--- config.mk ---
export PLATFORM = sky130hd
export DESIGN_NAME = eppio_port
export DESIGN_NICKNAME = d
export VERILOG_FILES = /design/src/eppio_pkg.sv /design/src/eppio_sync.sv /design/src/eppio_port.sv
export SDC_FILE = /design/constraint.sdc
export NUM_CORES = 1
export LEC_CHECK = 0
export BUFFER_PORTS_ARGS = -buffer_cell sky130_fd_sc_hd__buf_2
export CORE_ASPECT_RATIO = 1.5
export CORE_MARGIN = 10
export CORE_UTILIZATION = 45
export DETAILED_ROUTE_END_ITERATION = 12
export PLACE_DENSITY = 0.8
export SETUP_SLACK_MARGIN = 0.3
export SLEW_MARGIN = 10
export SYNTH_ARGS = -nofsm -noshare
export SYNTH_HDL_FRONTEND = slang
export SYNTH_HIERARCHICAL = 1
export SYNTH_SLANG_ARGS = --single-unit
--- constraint.sdc ---
create_clock -name ref_clk_i -period 1.8 [get_ports ref_clk_i]
set_input_delay 0.27 -clock ref_clk_i [delete_from_list [all_inputs] [get_ports ref_clk_i]]
set_output_delay 0.27 -clock ref_clk_i [all_outputs]
set_load 0.01 [all_outputs]
--- src/eppio_pkg.sv ---
// Purpose: constants for the eight pin io port
// Assumes: byte wide io space, offsets relative to the port block base
// Notes: one bit position table shared by select, direction and level registers
package eppio_pkg;
	localparam logic [15:0] PORT_BLOCK_BASE = 16'h1C00;
	localparam logic [7:0] OFF_FUNC_A = 8'h00;
	localparam logic [7:0] OFF_FUNC_B = 8'h02;
	localparam logic [7:0] OFF_DIR_A = 8'h04;
	localparam logic [7:0] OFF_DIR_B = 8'h06;
	localparam logic [7:0] OFF_LVL_A = 8'h0C;
	localparam logic [7:0] OFF_LVL_B = 8'h0E;
	localparam logic [7:0] OFF_INV_A = 8'h2C;
	localparam logic [7:0] OFF_INV_B = 8'h2E;
	localparam logic [7:0] OFF_FUNC_C = 8'h30;
	localparam logic [7:0] OFF_DIR_C = 8'h34;
	localparam logic [7:0] OFF_LVL_C = 8'h38;
	// register group per pin: 0 = a, 1 = b, 2 = c
	localparam logic [1:0] PIN_GRP [8] = '{2'h0, 2'h1, 2'h1, 2'h1, 2'h1, 2'h2, 2'h2, 2'h2};
	localparam logic [2:0] PIN_BIT [8] = '{3'h1, 3'h0, 3'h1, 3'h5, 3'h6, 3'h2, 3'h3, 3'h4};
	// reset: pins 0..3 gpio inputs, pins 4..7 gpio outputs driven low
	localparam logic [7:0] RST_FUNC = 8'hFF;
	localparam logic [7:0] RST_DIR = 8'h0F;
	localparam logic [7:0] RST_LVL = 8'h00;
	localparam logic [7:0] RST_INV = 8'h00;
	localparam logic [7:0] INV_CAPABLE = 8'h0F;
	localparam int SYNC_STAGES = 3;
endpackage : eppio_pkg

--- src/eppio_sync.sv ---
// Purpose: three stage input synchroniser with agreement filter
// Assumes: asynchronous pins
// Notes: the value moves only when stages two and three agree
`timescale 1ns/1ps
module eppio_sync #(
	parameter int WIDTH = 8
) (
	input wire logic ref_clk_i,
	input wire logic sys_rst_i,
	input wire logic clk_en_i,
	input wire logic [WIDTH-1:0] async_i,
	output logic [WIDTH-1:0] sync_o
);
	generate
		if (WIDTH < 1) begin : g_bad
			$error("eppio_sync needs at least one bit");
		end
	endgenerate

	logic [WIDTH-1:0] s1_ff, s2_ff, s3_ff, val_ff;
	logic [WIDTH-1:0] nxt_val;

	// filter: first stage is never looked at here
	always_comb begin
		nxt_val = val_ff;
		for (int i = 0; i < WIDTH; i++) begin
			if (s2_ff[i] == s3_ff[i]) begin
				nxt_val[i] = s3_ff[i];
			end
		end
	end

	// pull-ups on the pins make high the safe reset value
	always_ff @(posedge ref_clk_i or posedge sys_rst_i) begin
		if (sys_rst_i) begin
			s1_ff <= '1;
			s2_ff <= '1;
			s3_ff <= '1;
			val_ff <= '1;
		end else if (clk_en_i) begin
			s1_ff <= async_i;
			s2_ff <= s1_ff;
			s3_ff <= s2_ff;
			val_ff <= nxt_val;
		end
	end
	assign sync_o = val_ff;
endmodule : eppio_sync

--- src/eppio_port.sv ---
// Purpose: eight pin general purpose port with io mapped byte registers
// Assumes: io cycle strobes from the host decoder, one cycle each
// Notes: read data is registered, valid one cycle after the read strobe
// Operation
// - select bit clear gives pin to native function, set gives it to port
// - select bits: pin0 0x00 b1; pins1-4 0x02 b0,1,5,6; pins5-7 0x30 b2,3,4
// - direction bits at 0x04, 0x06, 0x34 with select bit positions
// - direction bit clear makes output, set makes input
// - output pin drives the level bit written at 0x0C, 0x0E, 0x38
// - input pin level bit reads the live pin state
// - inversion register flips input level seen; pin0 at 0x2C bit 1
// - inversion bit one inverts, zero keeps; pins 4-7 cannot invert
// - output pins are low after hardware reset
// - default: pins 0-3 inputs, pins 4-7 outputs
// - registers reached by io reads and writes relative to base 0x1C00
`timescale 1ns/1ps
module eppio_port
	import eppio_pkg::*;
#(
	parameter int NPINS = 8,
	parameter logic [15:0] BASE = PORT_BLOCK_BASE
) (
	input wire logic ref_clk_i,
	input wire logic sys_rst_i,
	input wire logic clk_en_i,
	input wire logic [15:0] io_addr_i,
	input wire logic io_wr_i,
	input wire logic io_rd_i,
	input wire logic [7:0] io_wdata_i,
	output logic [7:0] io_rdata_o,
	output logic io_rvalid_o,
	input wire logic [7:0] native_out_i,
	input wire logic [7:0] native_oe_i,
	output logic [7:0] native_in_o,
	input wire logic [7:0] pin_i,
	output logic [7:0] pin_o,
	output logic [7:0] pin_oe_o
);
	generate
		// decode compares only the upper address byte, so the base must be 256-byte aligned
		if (NPINS != 8 || BASE[7:0] != 8'h00) begin : g_bad
			$error("eppio_port serves exactly eight pins at an aligned base");
		end
	endgenerate

	logic [7:0] func_ff, dir_ff, lvl_ff, inv_ff;
	logic [7:0] nxt_func, nxt_dir, nxt_lvl, nxt_inv;
	logic [7:0] rdata_ff, nxt_rdata;
	logic rvalid_ff, nxt_rvalid;
	logic [7:0] pout_ff, poe_ff, nin_ff;
	logic [7:0] nxt_pout, nxt_poe;
	logic [7:0] pin_sync, in_seen;
	logic hit;
	logic [7:0] off;

	eppio_sync #(.WIDTH(8)) u_sync (
		.ref_clk_i(ref_clk_i),
		.sys_rst_i(sys_rst_i),
		.clk_en_i(clk_en_i),
		.async_i(pin_i),
		.sync_o(pin_sync)
	);

	// window decode against the block base
	assign hit = (io_addr_i[15:8] == BASE[15:8]);
	assign off = io_addr_i[7:0];

	// gather a register byte from the per-pin vector
	function automatic logic [7:0] pack(input logic [7:0] v, input logic [1:0] grp);
		logic [7:0] r;
		r = 8'h00;
		for (int p = 0; p < 8; p++) begin
			if (PIN_GRP[p] == grp) begin
				r[PIN_BIT[p]] = v[p];
			end
		end
		return r;
	endfunction : pack

	// scatter a written byte into the per-pin vector
	function automatic logic [7:0] unpack(input logic [7:0] v, input logic [1:0] grp,
		input logic [7:0] wd);
		logic [7:0] r;
		r = v;
		for (int p = 0; p < 8; p++) begin
			if (PIN_GRP[p] == grp) begin
				r[p] = wd[PIN_BIT[p]];
			end
		end
		return r;
	endfunction : unpack

	// input level after optional inversion; upper pins never invert
	assign in_seen = pin_sync ^ (inv_ff & INV_CAPABLE);

	// register file next state
	always_comb begin
		nxt_func = func_ff;
		nxt_dir = dir_ff;
		nxt_lvl = lvl_ff;
		nxt_inv = inv_ff;
		nxt_rvalid = io_rd_i;
		nxt_rdata = 8'h00;
		if (io_wr_i && hit) begin
			unique case (off)
				OFF_FUNC_A: nxt_func = unpack(func_ff, 2'h0, io_wdata_i);
				OFF_FUNC_B: nxt_func = unpack(func_ff, 2'h1, io_wdata_i);
				OFF_FUNC_C: nxt_func = unpack(func_ff, 2'h2, io_wdata_i);
				OFF_DIR_A: nxt_dir = unpack(dir_ff, 2'h0, io_wdata_i);
				OFF_DIR_B: nxt_dir = unpack(dir_ff, 2'h1, io_wdata_i);
				OFF_DIR_C: nxt_dir = unpack(dir_ff, 2'h2, io_wdata_i);
				OFF_LVL_A: nxt_lvl = unpack(lvl_ff, 2'h0, io_wdata_i);
				OFF_LVL_B: nxt_lvl = unpack(lvl_ff, 2'h1, io_wdata_i);
				OFF_LVL_C: nxt_lvl = unpack(lvl_ff, 2'h2, io_wdata_i);
				OFF_INV_A: nxt_inv = unpack(inv_ff, 2'h0, io_wdata_i) & INV_CAPABLE;
				OFF_INV_B: nxt_inv = unpack(inv_ff, 2'h1, io_wdata_i) & INV_CAPABLE;
				default: ;
			endcase
		end
		if (io_rd_i && hit) begin
			unique case (off)
				OFF_FUNC_A: nxt_rdata = pack(func_ff, 2'h0);
				OFF_FUNC_B: nxt_rdata = pack(func_ff, 2'h1);
				OFF_FUNC_C: nxt_rdata = pack(func_ff, 2'h2);
				OFF_DIR_A: nxt_rdata = pack(dir_ff, 2'h0);
				OFF_DIR_B: nxt_rdata = pack(dir_ff, 2'h1);
				OFF_DIR_C: nxt_rdata = pack(dir_ff, 2'h2);
				// inputs read live pin, outputs read stored level
				OFF_LVL_A: nxt_rdata = pack((dir_ff & in_seen) | (~dir_ff & lvl_ff), 2'h0);
				OFF_LVL_B: nxt_rdata = pack((dir_ff & in_seen) | (~dir_ff & lvl_ff), 2'h1);
				OFF_LVL_C: nxt_rdata = pack((dir_ff & in_seen) | (~dir_ff & lvl_ff), 2'h2);
				OFF_INV_A: nxt_rdata = pack(inv_ff, 2'h0);
				OFF_INV_B: nxt_rdata = pack(inv_ff, 2'h1);
				default: nxt_rdata = 8'h00; // unmapped offsets read zero
			endcase
		end
	end

	// pin drive: port owns the pin only when selected, direction 0 drives
	always_comb begin
		for (int p = 0; p < 8; p++) begin
			if (func_ff[p]) begin
				nxt_poe[p] = ~dir_ff[p];
				nxt_pout[p] = lvl_ff[p];
			end else begin
				nxt_poe[p] = native_oe_i[p];
				nxt_pout[p] = native_out_i[p];
			end
		end
	end

	// registers; reset sets the board default and low outputs
	always_ff @(posedge ref_clk_i or posedge sys_rst_i) begin
		if (sys_rst_i) begin
			func_ff <= RST_FUNC;
			dir_ff <= RST_DIR;
			lvl_ff <= RST_LVL;
			inv_ff <= RST_INV;
			rdata_ff <= 8'h00;
			rvalid_ff <= 1'b0;
			pout_ff <= RST_LVL;
			poe_ff <= ~RST_DIR;
			nin_ff <= 8'hFF;
		end else if (clk_en_i) begin
			func_ff <= nxt_func;
			dir_ff <= nxt_dir;
			lvl_ff <= nxt_lvl;
			inv_ff <= nxt_inv;
			rdata_ff <= nxt_rdata;
			rvalid_ff <= nxt_rvalid;
			pout_ff <= nxt_pout;
			poe_ff <= nxt_poe;
			nin_ff <= pin_sync;
		end
	end

	assign io_rdata_o = rdata_ff;
	assign io_rvalid_o = rvalid_ff;
	assign pin_o = pout_ff;
	assign pin_oe_o = poe_ff;
	assign native_in_o = nin_ff;

	// spot checks: one pin per register group is enough to catch a shifted bit table
	AST_NATIVE_PASS: assert property (@(posedge ref_clk_i) disable iff (sys_rst_i)
		clk_en_i && !func_ff[5] ##1 clk_en_i |-> pin_oe_o[5] == $past(native_oe_i[5]))
		else $error("native pin5 enable not passed");
	AST_NATIVE_OUT: assert property (@(posedge ref_clk_i) disable iff (sys_rst_i)
		clk_en_i && !func_ff[5] |=> pin_o[5] == $past(native_out_i[5]))
		else $error("native pin5 level not passed");
	AST_SEL_MAP: assert property (@(posedge ref_clk_i) disable iff (sys_rst_i)
		clk_en_i && io_wr_i && io_addr_i == {BASE[15:8], OFF_FUNC_C}
		|=> func_ff[5] == $past(io_wdata_i[2]))
		else $error("pin5 select bit misplaced");
	AST_DIR_MAP: assert property (@(posedge ref_clk_i) disable iff (sys_rst_i)
		clk_en_i && io_wr_i && io_addr_i == {BASE[15:8], OFF_DIR_B}
		|=> dir_ff[4] == $past(io_wdata_i[6]))
		else $error("pin4 direction bit misplaced");
	AST_LVL_MAP: assert property (@(posedge ref_clk_i) disable iff (sys_rst_i)
		clk_en_i && io_wr_i && io_addr_i == {BASE[15:8], OFF_LVL_C}
		|=> lvl_ff[7] == $past(io_wdata_i[4]))
		else $error("pin7 level bit misplaced");
	AST_INV_MAP: assert property (@(posedge ref_clk_i) disable iff (sys_rst_i)
		clk_en_i && io_wr_i && io_addr_i == {BASE[15:8], OFF_INV_A}
		|=> inv_ff[0] == $past(io_wdata_i[1]))
		else $error("pin0 inversion bit misplaced");
	AST_DRIVE: assert property (@(posedge ref_clk_i) disable iff (sys_rst_i)
		clk_en_i && func_ff[7] && !dir_ff[7] ##1 clk_en_i |-> pin_oe_o[7] && pin_o[7] == $past(lvl_ff[7]))
		else $error("output pin7 not driven from level");
	AST_INPUT_HIZ: assert property (@(posedge ref_clk_i) disable iff (sys_rst_i)
		clk_en_i && func_ff[2] && dir_ff[2] ##1 clk_en_i |-> !pin_oe_o[2])
		else $error("input pin2 driven");
	AST_LIVE_READ: assert property (@(posedge ref_clk_i) disable iff (sys_rst_i)
		clk_en_i && io_rd_i && io_addr_i == {BASE[15:8], OFF_LVL_A} && dir_ff[0]
		|=> io_rdata_o[1] == $past(pin_sync[0] ^ inv_ff[0]))
		else $error("pin0 level read not live");
	AST_NO_INV_HI: assert property (@(posedge ref_clk_i) disable iff (sys_rst_i)
		inv_ff[7:4] == 4'h0)
		else $error("upper pin inversion set");
	AST_RVALID: assert property (@(posedge ref_clk_i) disable iff (sys_rst_i)
		clk_en_i && io_rd_i && io_addr_i[15:8] != BASE[15:8] |=> io_rvalid_o && io_rdata_o == 8'h00)
		else $error("outside read not zero");
	AST_RVALID_ANY: assert property (@(posedge ref_clk_i) disable iff (sys_rst_i)
		clk_en_i && io_rd_i |=> io_rvalid_o)
		else $error("read strobe got no reply");
endmodule : eppio_port

## Word-level counts from Yosys, hierarchy flattened

Cells that the tools add are included.

- Bits of input ports: 53
- Output and inout port bits: 33
- Logic and storage cells: 117
- Bits in registers: 94

- Reduce and logical (&&, ||, !) cells: 24
- Bitwise gates (word level): 24
- Multiplexer cells: 22
- Equality and inequality tests: 19

Operators with widths:

| kind | count |
|---|---|
| $pmux W7 S11 | 1 |
| $pmux W8 S3 | 3 |
| $reduce_and A5 Y1 | 9 |
| $eq A8 B6 Y1 const B | 5 |
| $not A1 Y1 | 19 |
| $and A8 B8 Y8 | 2 |
| $eq A8 B3 Y1 const B | 2 |
| $eq A8 B4 Y1 const B | 2 |
| $mux W1 | 16 |
| $reduce_and A2 Y1 | 8 |
| $pmux W5 S2 | 1 |
| $eq A1 B1 Y1 | 8 |
| $eq A8 B2 Y1 const B | 1 |
| $eq A8 B5 Y1 const B | 1 |
| $logic_not A8 Y1 | 1 |
| $not A8 Y8 | 1 |
| $or A8 B8 Y8 | 1 |
| $reduce_and A4 Y1 | 2 |
| $xor A8 B4 Y8 | 1 |
| $mux W7 | 1 |
| $reduce_and A3 Y1 | 1 |
| $logic_and A1 B1 Y1 | 2 |
| $reduce_bool A2 Y1 | 1 |

## Depth between registers and ports, before layout

- Word-level depth: 5
- Depth in mapped cells: 6
- Mapped depth without buffers: 5

## By module

The synthesis kept the hierarchy.

By module, submodules not included:

| module | cells each | area an instance (um^2) | sequential area each (um^2) | instances |
|---|---|---|---|---|
| eppio_port | 274 | 2,990.4 | 1,531.5 | 1 |
| eppio_sync | 87 | 1,331.3 | 840.8 | 1 |

## Worst setup path before layout

No wires, ideal clock.

- Kind: input port to flip-flop
- Start point: in io_addr_i[13]
- End point: reg inv_ff[1]
- Required time: 1.675 ns
- Stages: 5
- Setup time: 0.125 ns
- Buffers on the path: 1
- Data arrival time: 1.481 ns
- Path slack: 0.194 ns
- Path through: nor4b_1 -> and4_1 -> buf_4 -> and3_1 -> mux2_2

- Cells in the longest elaborated chain, start to end: 3

Ends and longest elaborated chain:

| element | line | text |
|---|---|---|
| from (decl) | eppio_port.sv:26 | `input wire logic [15:0] io_addr_i,` |
| $eq A8 B5 Y1 | eppio_port.sv:65 | `assign hit = (io_addr_i[15:8] == BASE[15:8]);` |
| $logic_and A1 B1 Y1 | eppio_port.sv:104 | `if (io_wr_i && hit) begin` |
| $reduce_and A4 Y1 (no line) | n/a |  |
| to (signal assigned) | eppio_port.sv:168 | `inv_ff <= nxt_inv;` |
| to (decl) | eppio_port.sv:46 | `logic [7:0] func_ff, dir_ff, lvl_ff, inv_ff;` |

No other way between the ends.
A chain may end at the register's enable or synchronous reset.

## Final worst setup path

- Start point: in io_addr_i[9]
- End point: reg inv_ff[2]

The elaborated chain is that of the path after synthesis.

==> results.md <==
- Yosys warnings: 6
- Final WL: 10,100 um
- H-tree depth: 3
- Final Hold Viols: 0
- Post-synth net total: 414
- Mapped Cells: 361
- Drt drc: 0
- Worst setup margin: 0.360 ns
- R2R Setup Slk: 0.46 ns
- Layout area overhead: 21.6%
- MaxCap Viol Count: 0
- Status: completed
- Multi-input logic area: 1820 um^2
- Avg Vias per Cell: 5.44
- Layout filler cell count: 793
- DRT Pass-1 Iters: 4
- Clock transition at path regs: 0.07 ns
- Seq/Total Area, Yosys: 54.9%
- Startpoint types: primary input
- Peak Freq: 694 MHz
- Unrepaired setup endpoints after global routing: false
- Initial Utilization: 46.4%
- Final period utilization: 80.0%
- CTS buffer count: 9
- I/O Buffers: 83
- FF+latch area: 2370 um^2
- Die footprint: 14,000 um^2
- Synthesized area per cell: 12.0 um^2
- Share of cells above drive strength 1: 51.2%
- R2R depth: 5
- Number of enable flip-flop cells after synthesis: 0
- CTS root buf: clkbuf_16
- Pwr/cell area: 1030 nW/um^2
- Clk Latency, worst-skew pair: 0.35 ns
- Layout net count: 505
- Iter 0 DRT Violations: 127
- Setup violations, final: 0
- # rows: 43
- Pin count of the biggest net entering global routing: 88
- Initial antenna violation count: 1
- HP Class: in2async
- DR vias: 3,094
- WL/cell: 17.7 um
- Gpl congestion: 0.893
- Number of diodes: 0
- Reg2reg start: u_sync/sync_o[3]
- Clk sinks: 92
- Setup CP Type: in2reg
- WP data arrival: 1.67 ns
- Detailed placement HPWL: 7390 um
- Clock skew: 0.00578 ns
- Fraction of registers with async set/reset: 100%
- CTS tree: done
- Die X-Extent: 100 um
- First-pass GRT wire length: 16,300 um
- Crit path required time: 2.03 ns
- Die H: 140 um
- Max IR drop VDD: 0.802 mV
- Fin. max-slew vios: 0
- Most used DFF post-synth: dfstp_2
- Distinct cells, synth: 51
- CP Capture Type: flop
- Vias in the first global route: 3,297
- Overflow after GRT: 0
- Clock Path Buffers: 2
- Final ANT Viol Nets: 0
- Syn Std Cell Area: 4320 um^2
- Post-Place Setup Slack: -0.0546 ns
- LEAKAGE: 0.00230 uW
- Min cycle time layout: 1.44 ns
- Global Route Usage Sum: 14.4%
- Total Neg Setup Slack: 0 ns
- CP max FO: 7
- #FFs+latches synth: 92
- Reg2reg end: io_rdata_o[5]
- Area of the core: 9310 um^2
- Ports: 86
==> metrics by stage <==
stage               hold WS [ns]  std cells  power (uW)  utilization [%]  area (um^2)
detailed placement         0.392        552        3530             52.9         4930
global route              0.0276        569        5680             56.5         5260
CTS                       0.0183        568        5500             56.3         5240
finish                    0.0138        569        5430             56.5         5260
floorplan                  0.367        361        3180                -         4360
global placement           0.384        552        3470             52.9         4930
==> critical path: stages <==
cell,delay [ns]
buf_2,0.11
nor4bb_4,0.30
and4_4,0.29
buf_4,0.16
and3_4,0.21
mux2_2,0.33
==> where the power goes <==
part / switching, uW / total, uW / leakage [uW] / internal [uW]
Combinational: 384 / 794 / 0.00111 / 410
Sequential: 198 / 2690 / 0.00104 / 2500
Clock: 815 / 1940 / 0.000155 / 1130
Total: 1400 / 5430 / 0.00230 / 4030
==> sequential cells by signal (all words and copies together) (netlist names) <==
signal         cells
dir_ff             8
func_ff            8
lvl_ff             8
native_in_o        8
pin_o              8
pin_oe_o           8
u_sync/s1_ff       8
u_sync/s2_ff       8
u_sync/s3_ff       8
u_sync/sync_o      8
io_rdata_o         7
inv_ff             4
io_rvalid_o        1
==> layer usage <==
layer / GRT usage [%] / wire, um / up-vias
met5: 0 / 0 / -
met1: 15.8 / 4090 / 1526
met4: 6.64 / 229 / 0
met3: 4.38 / 491 / 18
li1: - / - / 1478
met2: 24.8 / 5280 / 72
==> final cells by class <==
class	instances	area share (%)
Timing Repair Buffer	96	10.2
Clock buffer	10	4.55
Sequential cell	92	45.1
Clock inverter	6	1.38
Multi-Input combinational cell	235	34.7
Inverter	18	1.36
Tap cell	112	2.67
==> cells in the final DEF, fill, tap and decap left out, types with 4 or more instances in the layout <==
cell type	synthesis	layout
dfrtp_1	36	36
inv_1	18	17
a21o_1	7	7
nand3_1	6	6
a22o_1	7	7
buf_4	4	11
nand2_1	11	10
a211oi_1	4	4
clkbuf_16	0	9
a21oi_1	24	24
o21ai_0	12	12
nand2b_1	10	10
o22ai_1	5	5
mux2_2	55	55
dfstp_2	56	56
buf_2	4	83
mux2i_1	20	20
nor2_1	30	30
==> how the worst max path moves through the flow <==
| stage | start | end | slack, ns | cells after the start |
|---|---|---|---|---|
| global placement | io_addr_i[9] | func_ff[4] | -0.02 | 5 |
| CTS | io_addr_i[9] | func_ff[3] | 0.31 | 5 |
| global route | io_addr_i[13] | inv_ff[3] | 0.31 | 6 |
| finish | io_addr_i[9] | inv_ff[2] | 0.36 | 6 |
| detailed placement | io_addr_i[9] | func_ff[4] | -0.05 | 5 |
| floorplan | io_addr_i[9] | inv_ff[1] | 0.27 | 5 |
==> kinds of logic after synthesis <==
logic type / after synthesis / synth area share (%)
flops: 92 / 54.9
simple gates: 81 / 10.6
compound gates: 75 / 11.1
mux: 75 / 19.0
buf+inv: 34 / 3.76
xor+xnor: 3 / 0.608
other cells: 1 / 0.0868
==> what timing repair did <==
item	in CTS	in global routing
buffers inserted	0	1
setup endpoints to repair	0	8
gates resized for setup	0	3
hold buffers	0	0
==> cell usage after synthesis (all sizes together), types with 3 or more instances <==
cell type	n	area [um^2]
a211oi	4	30.0
o22ai	5	31.3
dfrtp	36	901
a22o	7	61.3
nor3	4	20.0
nor2	30	113
and4	3	26.3
buf	13	83.8
dfstp	56	1470
nand2	12	52.6
clkbuf	3	11.3
nor4b	3	41.3
o21ai	13	65.1
inv	18	67.6
nand2b	10	62.6
a22oi	3	22.5
a21o	7	52.6
a21oi	24	120
mux2i	20	200
mux2	55	619
nand3	6	30.0
(Power assumes the default switching activity.)
